--- config.mk ---
export PLATFORM = sky130hd
export DESIGN_NAME = host_bus_port
export DESIGN_NICKNAME = d
export VERILOG_FILES = /design/src/hdl/host_port_pkg.sv /design/src/hdl/strobe_if.sv /design/src/hdl/strobe_qualifier.sv /design/src/hdl/host_bus_port.sv
export SDC_FILE = /design/constraint.sdc
export NUM_CORES = 1
export LEC_CHECK = 0
export ABC_CLOCK_PERIOD_IN_PS = 1480
export BUFFER_PORTS_ARGS = -buffer_cell sky130_fd_sc_hd__buf_2
export CORE_MARGIN = 2
export CORE_UTILIZATION = 35
export CTS_BUF_LIST = sky130_fd_sc_hd__clkbuf_8
export CTS_CLUSTER_DIAMETER = 120
export CTS_CLUSTER_SIZE = 10
export DETAILED_ROUTE_END_ITERATION = 10
export PLACE_DENSITY = 0.71
export SLEW_MARGIN = 25
export SYNTH_ARGS = -nofsm -noshare
export SYNTH_HDL_FRONTEND = slang
export SYNTH_SLANG_ARGS = --single-unit
--- constraint.sdc ---
create_clock -name clock -period 1.48 [get_ports clock]
set_clock_uncertainty 0.2 [all_clocks]
set_input_delay 0.148 -clock clock [delete_from_list [all_inputs] [get_ports clock]]
set_output_delay 0.148 -clock clock [all_outputs]
set_load 0.02 [all_outputs]
--- src/hdl/host_port_pkg.sv ---
package host_port_pkg;

  // =====================================================================
  // Bus geometry
  localparam int ADDR_W = 7;
  localparam int DATA_W = 16;
  localparam int FIFO_SEL_BITS = 2;

  // =====================================================================
  // Address map (word addresses)
  localparam logic [ADDR_W-1:0] FIFO_WINDOW_TOP = 7'h20;
  localparam logic [ADDR_W-1:0] ADDR_ZERO = 7'h00;

  // =====================================================================
  // Reset values
  localparam logic [DATA_W-1:0] DATA_RESET = 16'h0000;
  localparam logic IRQ_PIN_RESET = 1'b0;

  // =====================================================================
  // Power state
  typedef enum logic {
    PWR_NORMAL = 1'b0,
    PWR_REDUCED = 1'b1
  } power_state_t;

endpackage

--- src/hdl/strobe_if.sv ---
`timescale 1ns/1ns
interface strobe_if;
  logic rd_level;
  logic wr_level;
  logic rd_start;
  logic wr_start;

  modport qual (
    output rd_level,
    output wr_level,
    output rd_start,
    output wr_start
  );

  modport port (
    input rd_level,
    input wr_level,
    input rd_start,
    input wr_start
  );
endinterface

--- src/hdl/strobe_qualifier.sv ---
`timescale 1ns/1ns
module strobe_qualifier (
  input wire logic clock,
  input wire logic reset,
  input wire logic chip_select_n,
  input wire logic read_strobe_n,
  input wire logic write_strobe_n,
  strobe_if.qual strobes
);

  logic rd_prev_r;
  logic wr_prev_r;

  // =====================================================================
  // Strobes count only while chip select is low
  assign strobes.rd_level = ~chip_select_n & ~read_strobe_n;
  assign strobes.wr_level = ~chip_select_n & ~write_strobe_n;
  assign strobes.rd_start = strobes.rd_level & ~rd_prev_r;
  assign strobes.wr_start = strobes.wr_level & ~wr_prev_r;

  always_ff @(posedge clock or posedge reset) begin
    if (reset) begin
      rd_prev_r <= 1'b0;
      wr_prev_r <= 1'b0;
    end else begin
      rd_prev_r <= strobes.rd_level;
      wr_prev_r <= strobes.wr_level;
    end
  end

endmodule

--- src/hdl/host_bus_port.sv ---
`timescale 1ns/1ns
// Operation
// - The 7-bit word address picks a control_status_register or a FIFO.
// - A low read_strobe_n marks a read cycle.
// - A low write_strobe_n marks a write cycle.
// - Strobes are acted on only while chip_select_n is low.
// - In reduced power a chip-selected write wakes the device.
// - With fifo_select high every access goes to a FIFO, upper bits ignored.
// - One interrupt pin with programmable sources and driver; polarity in push-pull only, open drain is active low.
// - Only a chip-selected host write or reset ends reduced power, no other event.
// - The port acts as an asynchronous memory, at most one transfer per strobe; writes are dropped until a read after reset or wake.
module host_bus_port
  import host_port_pkg::*;
#(
  parameter int IRQ_SRC_W = 8
) (
  input wire logic clock,
  input wire logic reset,
  input wire logic [ADDR_W-1:0] address,
  input wire logic read_strobe_n,
  input wire logic write_strobe_n,
  input wire logic chip_select_n,
  input wire logic fifo_select,
  input wire logic [DATA_W-1:0] data_in,
  output logic [DATA_W-1:0] data_out,
  output logic data_oe,
  input wire logic [DATA_W-1:0] csr_read_data,
  input wire logic [DATA_W-1:0] fifo_read_data,
  output logic csr_read,
  output logic csr_write,
  output logic fifo_read,
  output logic fifo_write,
  output logic [ADDR_W-1:0] access_address,
  output logic [DATA_W-1:0] write_data,
  input wire logic sleep_request,
  output logic low_power,
  output logic wake_pulse,
  input wire logic [IRQ_SRC_W-1:0] irq_sources,
  input wire logic [IRQ_SRC_W-1:0] irq_enable,
  input wire logic irq_active_high,
  input wire logic irq_open_drain,
  output logic irq_out,
  output logic irq_oe
);

  strobe_if strobes();

  power_state_t power_r;
  logic read_seen_r;
  logic csr_read_r;
  logic csr_write_r;
  logic fifo_read_r;
  logic fifo_write_r;
  logic [ADDR_W-1:0] access_address_r;
  logic [DATA_W-1:0] write_data_r;
  logic [DATA_W-1:0] data_out_r;
  logic data_oe_r;
  logic wake_r;
  logic irq_out_r;
  logic irq_oe_r;
  logic read_fifo_r;
  logic to_fifo;
  logic awake;
  logic write_ok;
  logic irq_pending;
  logic [ADDR_W-1:0] decoded_address;

  strobe_qualifier u_strobe_qualifier (
    .clock(clock),
    .reset(reset),
    .chip_select_n(chip_select_n),
    .read_strobe_n(read_strobe_n),
    .write_strobe_n(write_strobe_n),
    .strobes(strobes)
  );

  // =====================================================================
  // Address decode
  assign to_fifo = fifo_select | (address < FIFO_WINDOW_TOP);
  assign decoded_address = fifo_select ?
    {{(ADDR_W-FIFO_SEL_BITS){1'b0}}, address[FIFO_SEL_BITS-1:0]} :
    address;
  assign awake = (power_r == PWR_NORMAL);
  assign write_ok = awake & read_seen_r;

  // =====================================================================
  // Power state
  always_ff @(posedge clock or posedge reset) begin
    if (reset) begin
      power_r <= PWR_NORMAL;
      wake_r <= 1'b0;
    end else begin
      wake_r <= 1'b0;
      case (power_r)
        PWR_NORMAL: begin
          if (sleep_request) begin
            power_r <= PWR_REDUCED;
          end
        end
        PWR_REDUCED: begin
          if (strobes.wr_start) begin
            power_r <= PWR_NORMAL;
            wake_r <= 1'b1;
          end
        end
        default: begin
          power_r <= PWR_NORMAL;
        end
      endcase
    end
  end

  // =====================================================================
  // First read after reset or wake enables writes
  always_ff @(posedge clock or posedge reset) begin
    if (reset) begin
      read_seen_r <= 1'b0;
    end else if (!awake) begin
      read_seen_r <= 1'b0;
    end else if (strobes.rd_start) begin
      read_seen_r <= 1'b1;
    end
  end

  // =====================================================================
  // One request pulse per strobe
  always_ff @(posedge clock or posedge reset) begin
    if (reset) begin
      csr_read_r <= 1'b0;
      csr_write_r <= 1'b0;
      fifo_read_r <= 1'b0;
      fifo_write_r <= 1'b0;
      access_address_r <= ADDR_ZERO;
      write_data_r <= DATA_RESET;
      read_fifo_r <= 1'b0;
    end else begin
      csr_read_r <= awake & strobes.rd_start & ~to_fifo;
      fifo_read_r <= awake & strobes.rd_start & to_fifo;
      csr_write_r <= write_ok & strobes.wr_start & ~to_fifo;
      fifo_write_r <= write_ok & strobes.wr_start & to_fifo;
      if (awake & (strobes.rd_start | strobes.wr_start)) begin
        access_address_r <= decoded_address;
      end
      if (awake & strobes.rd_start) begin
        read_fifo_r <= to_fifo;
      end
      if (write_ok & strobes.wr_start) begin
        write_data_r <= data_in;
      end
    end
  end

  // =====================================================================
  // Data bus drive
  always_ff @(posedge clock or posedge reset) begin
    if (reset) begin
      data_oe_r <= 1'b0;
      data_out_r <= DATA_RESET;
    end else begin
      data_oe_r <= strobes.rd_level & awake;
      data_out_r <= read_fifo_r ? fifo_read_data : csr_read_data;
    end
  end

  // =====================================================================
  // Interrupt pin
  assign irq_pending = |(irq_sources & irq_enable);

  always_ff @(posedge clock or posedge reset) begin
    if (reset) begin
      irq_out_r <= IRQ_PIN_RESET;
      irq_oe_r <= 1'b0;
    end else if (irq_open_drain) begin
      irq_out_r <= IRQ_PIN_RESET;
      irq_oe_r <= irq_pending;
    end else begin
      irq_out_r <= irq_pending ~^ irq_active_high;
      irq_oe_r <= 1'b1;
    end
  end

  assign data_out = data_out_r;
  assign data_oe = data_oe_r;
  assign csr_read = csr_read_r;
  assign csr_write = csr_write_r;
  assign fifo_read = fifo_read_r;
  assign fifo_write = fifo_write_r;
  assign access_address = access_address_r;
  assign write_data = write_data_r;
  assign low_power = power_r;
  assign wake_pulse = wake_r;
  assign irq_out = irq_out_r;
  assign irq_oe = irq_oe_r;
endmodule

==> summary.txt, run 1 <==
Outcome
  – Failing checks: hold timing
  – Status: finished with violations

Global route
  – Antenna violations before repair: 0
  – Vias in the first global route: about 2100
  – GRT Total Usage: 0.189
  – Largest net degree at the start of global routing: 29
  – First-pass GRT wire length: 9090 µm
  – Overflow after GRT: 0

STA
  – Fin Setup TNS: 0 ns
  – Final Worst Setup Slack: 0.00436 ns
  – Hold Fails Final Rpt: 2
  – Final setup viols: 0
  – WHS: -0.153 ns
  – Slew Viols, Final: 0
  – Worst Tran Pin Value: 0.401 ns
  – Fin crit share: 0.997
  – Fmax: 0.678 GHz
  – Rel. slew slack: 0.732
  – Minimum clock period: approximately 1.5 ns
  – RSZ-0062 raised after global routing: true

Logic synthesis
  – Synth top area cells: dfrtp_1 65%, mux2_2 18%, mux2_4 6.0%
  – Area leader, netlist: dfrtp_1
  – Syn. warnings: 0
  – Simple-gate share of the synthesized area: 0.0732
  – Mapped Cells: roughly 130
  – Largest family of logic cells by synthesized area: multiplexers
  – Mux cell area share after synthesis: 0.238
  – Post-Synth XOR/XNOR Area: 0
  – Synth cell types: 20
  – #FFs+latches synth: between 50 and 60
  – Synth top area share: 0.646
  – Post-synthesis net count: around 210
  – Post-synthesis adder-cell area fraction: 0
  – Mapped Area: 2020 µm²
  – Register area share after synthesis: 0.646
  – Avg Inst Size Synth: 15.3 µm²
  – Synth Area in Compound Gates: 0.0267

Power and ir drop
  – PwrDens: approximately 1000 nW/µm²
  – Post-route total power: 0.00362 W
  – Leak: 1.87 nW
  – Max VDD drop: 0.584 mV

Clock network
  – CTS Buf Count: 5
  – TritonCTS clock tree: built
  – Clk buf depth: 2
  – Total clock sinks: between 50 and 60
  – CTS root buf: clkbuf_8
  – Clock slew at reported path FFs: 0.09 ns
  – CTS H-tree depth: 2
  – Clk Latency, worst-skew pair: 0.30 ns
  – Cts hold-fix bufs: 61

Floorplan
  – Die height: 79.9 µm
  – Total I/O pin count: 128
  – Initial core utilization: 0.364
  – Die area: 6380 µm²
  – Core Footprint: 5540 µm²
  – Die span in x: 79.9 µm
  – Rows: 27

Place
  – Detail Placement HPWL: 3630 µm
  – Dpl ws: -0.0142 ns
  – PortBufs: 127
  – Routability Congestion: approximately 0.74

Drt
  – Vias after detailed routing: 1842
  – 1st-pass router iterations: 4
  – WL/cell: 14.3 µm
  – Final antenna-violating net count: 0
  – Initial DRC Count: 22
  – Drt via density: 4.56
  – DRC viols: 0
  – Final wirelength: between 5000 and 6000 µm

Critical path
  – CP arrival: about 1.5 ns
  – CP endpoint kind: flip-flop
  – Crit-path max FO: 9
  – Crit Path Category: reg2reg
  – Required time of the critical path: between 1 and 1.5 ns
  – Nature of the critical path startpoint: flip-flop

Layout
  – Final Core Density: 0.637
  – FILL cells: 419
  – FF/Latch Area: 1300 µm²
  – Area of the multi-input gates: 702 µm²
  – Post-layout nets: 411
  – Diodes inserted: 0
  – Commonest non-fill, non-tap cell in the layout: buf_2
  – Commonest non-fill, non-tap cells in the layout: 127 x buf_2, 61 x dlygate4sd3_1, 51 x dfrtp_1, 32 x mux2_2, 11 x nor2_1
  – Share of cells above drive strength 1: 0.563
  – Syn-to-layout area delta: 75.2%

Hold path
  – Hold Crit Class: in2reg

Run
  – Max-Cap Viols: 0
[metal layers]
metal	wire length [µm]	GRT usage	up-vias	share of wire
li1	-	-	853	-
met1	2050	0.184	866	0.35
met2	3090	0.348	99	0.53
met3	372	0.0520	24	0.064
met4	278	0.120	0	0.048
met5	0	0	-	0
[critical path, cell delays in order, from the launching register on]
cell and delay [ns]:
dfrtp_1 0.42, nor3_4 0.17, nand3b_4 0.12, buf_12 0.16
mux2_4 0.30
[logic make-up after synthesis]
family                 after synthesis
DFF                                 52
muxes                               40
and+or+nand+nor                     26
AOI/OAI and AO/OA                    8
buffers and inverters                6
[timing repair]
action | in CTS | in global routing
setup buffers | 1 | 1
hold endpoints to repair | 97 | 2
pin swaps | 0 | 1
setup endpoints to repair | 17 | 20
gates resized for setup | 1 | 3
[path summary, 6_finish.rpt]
| path | from | endpoint | slack, ns | depth (start not counted) |
|---|---|---|---|---|
| max | u_strobe_qualifier.wr_prev_r$_DFF_PP0_ | write_data[6]$_DFFE_PP0P_ | 0.004 | 4 |
| min | read_strobe_n | data_oe$_DFF_PP0_ | -0.15 | 2 |
| max reg2reg | u_strobe_qualifier.wr_prev_r$_DFF_PP0_ | write_data[6]$_DFFE_PP0P_ | 0.004 | 4 |
| min reg2reg | write_data[11]$_DFFE_PP0P_ | write_data[11]$_DFFE_PP0P_ | 0.31 | 1 |
| max in group asynchronous | reset | data_out[9]$_DFF_PP0_ | 0.44 | 4 |
| min in group asynchronous | reset | data_out[0]$_DFF_PP0_ | 0.18 | 3 |
[through the flow]
step	hold slack (ns)	cell area, µm²	cells
global placement	-0.0316	2810	333
detailed placement	-0.0307	2810	333
global route	-0.166	3530	404
finish	-0.153	3530	404
CTS	-0.161	3510	403
floorplan	0.00304	2030	132
[Yosys cell counts]
cell type  instances
a21oi_1            1
a22oi_1            4
and2_1             1
and4_1             1
buf_2              2
buf_6              1
dfrtp_1           52
inv_1              3
mux2_2            32
mux2_4             8
nand2_1            2
nand3b_4           1
nor2_1            12
nor2b_1            6
nor3_1             1
nor3_2             1
o21ai_0            1
o21bai_1           1
o22ai_1            1
or4_1              1
[final cells by class]
class                           instances  area share
Inverter                                3     0.00425
Timing Repair Buffer                  195       0.380
Tap cell                               72      0.0255
Multi-Input combinational cell         74       0.199
Clock inverter                          3     0.00354
Sequential cell                        52       0.369
Clock buffer                            5      0.0195
[power breakdown]
group,internal (W),switching (W)
registers,0.00163,0.0000961
clock network,0.000319,0.000436
logic,0.000574,0.000564
total,0.00252,0.00110
Note: power is estimated with default switching activity, not from simulation.
==> run 2: changes to the inputs <==
Settings changed: BUFFER_PORTS_ARGS -buffer_cell sky130_fd_sc_hd__buf_2 to -buffer_cell sky130_fd_sc_hd__buf_4.
==> run 2 against run 1 <==
Against the previous run:
- the run still ends with hold timing left
- register-to-register slack is essentially flat
- critical path depth down 1
- non-clock buffer count fell by 4
- final area grew 9.4%
- fmax barely moved
- routed wire length rose by 6.7%
- first-iteration DRC count is 59% higher
- via count decreased by 2.9%
- critical endpoint is now read_fifo_r$_DFFE_PP0P_
- largest cell class unchanged
- highest routed layer unchanged
==> summary.txt, run 2 (synthesis gave the netlist of run 1 again) <==
Clock network
  – Total clock sinks: 52 (unchanged)
  – Clk Latency, worst-skew pair: 0.30 ns (about the same)
  – TritonCTS clock tree: built
  – CTS Buf Count: 5 (unchanged)
  – CTS root buf: clkbuf_8
  – Clk buf depth: 2 (unchanged)
  – Clock slew at reported path FFs: 0.09 ns (about the same)
  – CTS H-tree depth: 2 (unchanged)
  – Cts hold-fix bufs: 59 (-3.3%)

Hold path
  – Hold Crit Class: in2reg
  – Worst Hold Path Cells: 2 (unchanged)

STA
  – WHS: -0.173 ns (-0.0202 ns)
  – Worst Tran Pin Value: 0.374 ns (-0.0275 ns)
  – RSZ-0062 raised after global routing: true
  – Minimum clock period: 1.48 ns (+0.000137 ns)
  – Fin crit share: 0.997 (about the same)
  – Slew Viols, Final: 0 (unchanged)
  – Final setup viols: 0 (unchanged)
  – Rel. slew slack: 0.750 (+0.0184)
  – Hold Fails Final Rpt: 3 (+1)
  – Fmax: 0.678 GHz (about the same)

Power and ir drop
  – Max VDD drop: 0.945 mV (+62%)
  – PwrDens: 1060 nW/µm² (+3.8%)
  – Post-route total power: 0.00411 W (+13%)
  – Leak: 1.96 nW (+4.7%)

Floorplan
  – Initial core utilization: 0.364 (unchanged)
  – Rows: 27 (unchanged)
  – Total I/O pin count: 128 (unchanged)
  – Core Footprint: 5540 µm² (unchanged)
  – Die height: 79.9 µm (unchanged)
  – Die area: 6380 µm² (unchanged)
  – Die span in x: 79.9 µm (unchanged)

Place
  – Post-placement cell count: 332 (-0.30%)
  – Routability Congestion: 0.762 (+2.8%)
  – Detail Placement HPWL: 3840 µm (+5.8%)
  – PortBufs: 127 (unchanged)

Critical path
  – Required time of the critical path: 1.48 ns (+0.02 ns)
  – CP arrival: 1.48 ns (+0.02 ns)
  – FF-to-FF path depth: 3 (-1)
  – Nature of the critical path startpoint: flip-flop
  – Crit Path Category: reg2reg
  – CP endpoint kind: flip-flop
  – Crit-path max FO: 7 (-2)

Global route
  – Overflow after GRT: 0 (unchanged)
  – First-pass GRT wire length: 9630 µm (+6.0%)
  – GRT Total Usage: 0.200 (+0.0107)
  – Vias in the first global route: 2060 (-1.0%)
  – Antenna violations before repair: 0 (unchanged)
  – Largest net degree at the start of global routing: 53 (+83%)

Layout
  – Syn-to-layout area delta: 91.6%
  – Commonest non-fill, non-tap cells in the layout: 128 x buf_4, 59 x dlygate4sd3_1, 51 x dfrtp_1, 32 x mux2_2, 11 x nor2_1
  – Post-layout nets: 407 (-0.97%)
  – FILL cells: 397 (-5.3%)
  – Share of cells above drive strength 1: 0.573 (+0.00992)
  – Finished Layout Cells: 400 (-0.99%)
  – Commonest non-fill, non-tap cell in the layout: buf_4
  – Diodes inserted: 0 (unchanged)

Drt
  – DRC viols: 0 (unchanged)
  – 1st-pass router iterations: 4 (unchanged)
  – Final antenna-violating net count: 0 (unchanged)
  – Initial DRC Count: 35 (+59%)
  – Drt via density: 4.47 (-2.0%)
  – WL/cell: 15.5 µm (+7.8%)
  – Final wirelength: 6180 µm (+6.7%)
  – Vias after detailed routing: 1788 (-2.9%)

Outcome
  – Status: finished with violations
  – Failing checks: hold timing

Run
  – Max-Cap Viols: 0 (unchanged)
[run 2: power by group]
part           total (W)  internal, W  leakage (nW)  switching (W)
Combinational    0.00132     0.000739          1.24       0.000581
Sequential       0.00174      0.00163         0.655       0.000107
Clock            0.00105     0.000597        0.0645       0.000453
Total            0.00411      0.00297          1.96        0.00114
[run 2: final timing paths]
kind	start	endpoint	slack (ns)
worst max-delay path	low_power$_DFF_PP0_	read_fifo_r$_DFFE_PP0P_	0.004
worst min-delay path	read_strobe_n	data_oe$_DFF_PP0_	-0.17
worst max register to register	low_power$_DFF_PP0_	read_fifo_r$_DFFE_PP0P_	0.004
worst min register to register	write_data[10]$_DFFE_PP0P_	write_data[10]$_DFFE_PP0P_	0.31
max in group asynchronous	reset	low_power$_DFF_PP0_	0.55
min in group asynchronous	reset	write_data[15]$_DFFE_PP0P_	0.29
[run 2: stage by stage]
step	setup WS, ns	setup TNS (ns)	area [µm²]	util
final	0.00422	0	3860	0.697
after global routing	-0.0333	-0.200	3860	0.697
after CTS	0.000361	0	3840	0.694
after detailed placement	-0.0148	-0.127	3120	0.563
after global placement	0.0212	0	3120	0.563
after floorplan	-0.0165	-0.132	2030	-
[run 2: critical path, stage by stage (launching register included)]
cell and delay [ns]:
dfrtp_2 0.45, or4_4 0.54, nor2_4 0.14, a21oi_2 0.04
[run 2: final cells by class]
cell class | instances | area [µm²] | share of cell area
tap | 72 | 90.1 | 0.0233
timing repair buffer | 191 | 1620 | 0.420
clock buffer | 7 | 96.3 | 0.0249
clock inverter | 1 | 30.0 | 0.00777
sequential | 52 | 1300 | 0.337
inverter | 3 | 15.0 | 0.00389
multi-input combinational | 74 | 706 | 0.183
[run 2: what timing repair did]
item / 4_1_cts / 5_1_grt
gates resized for setup: 2 / 3
endpoints found under the setup margin: 17 / 23
buffers inserted: 0 / 1
hold endpoints to repair: 98 / 4
[run 2: metal layers]
layer  vias up  GRT usage  wire length, µm
li1        842          -                -
met1       858      0.194             2180
met2        80      0.393             3480
met3         8     0.0611              443
met4         0     0.0661               72
met5         -          0                0
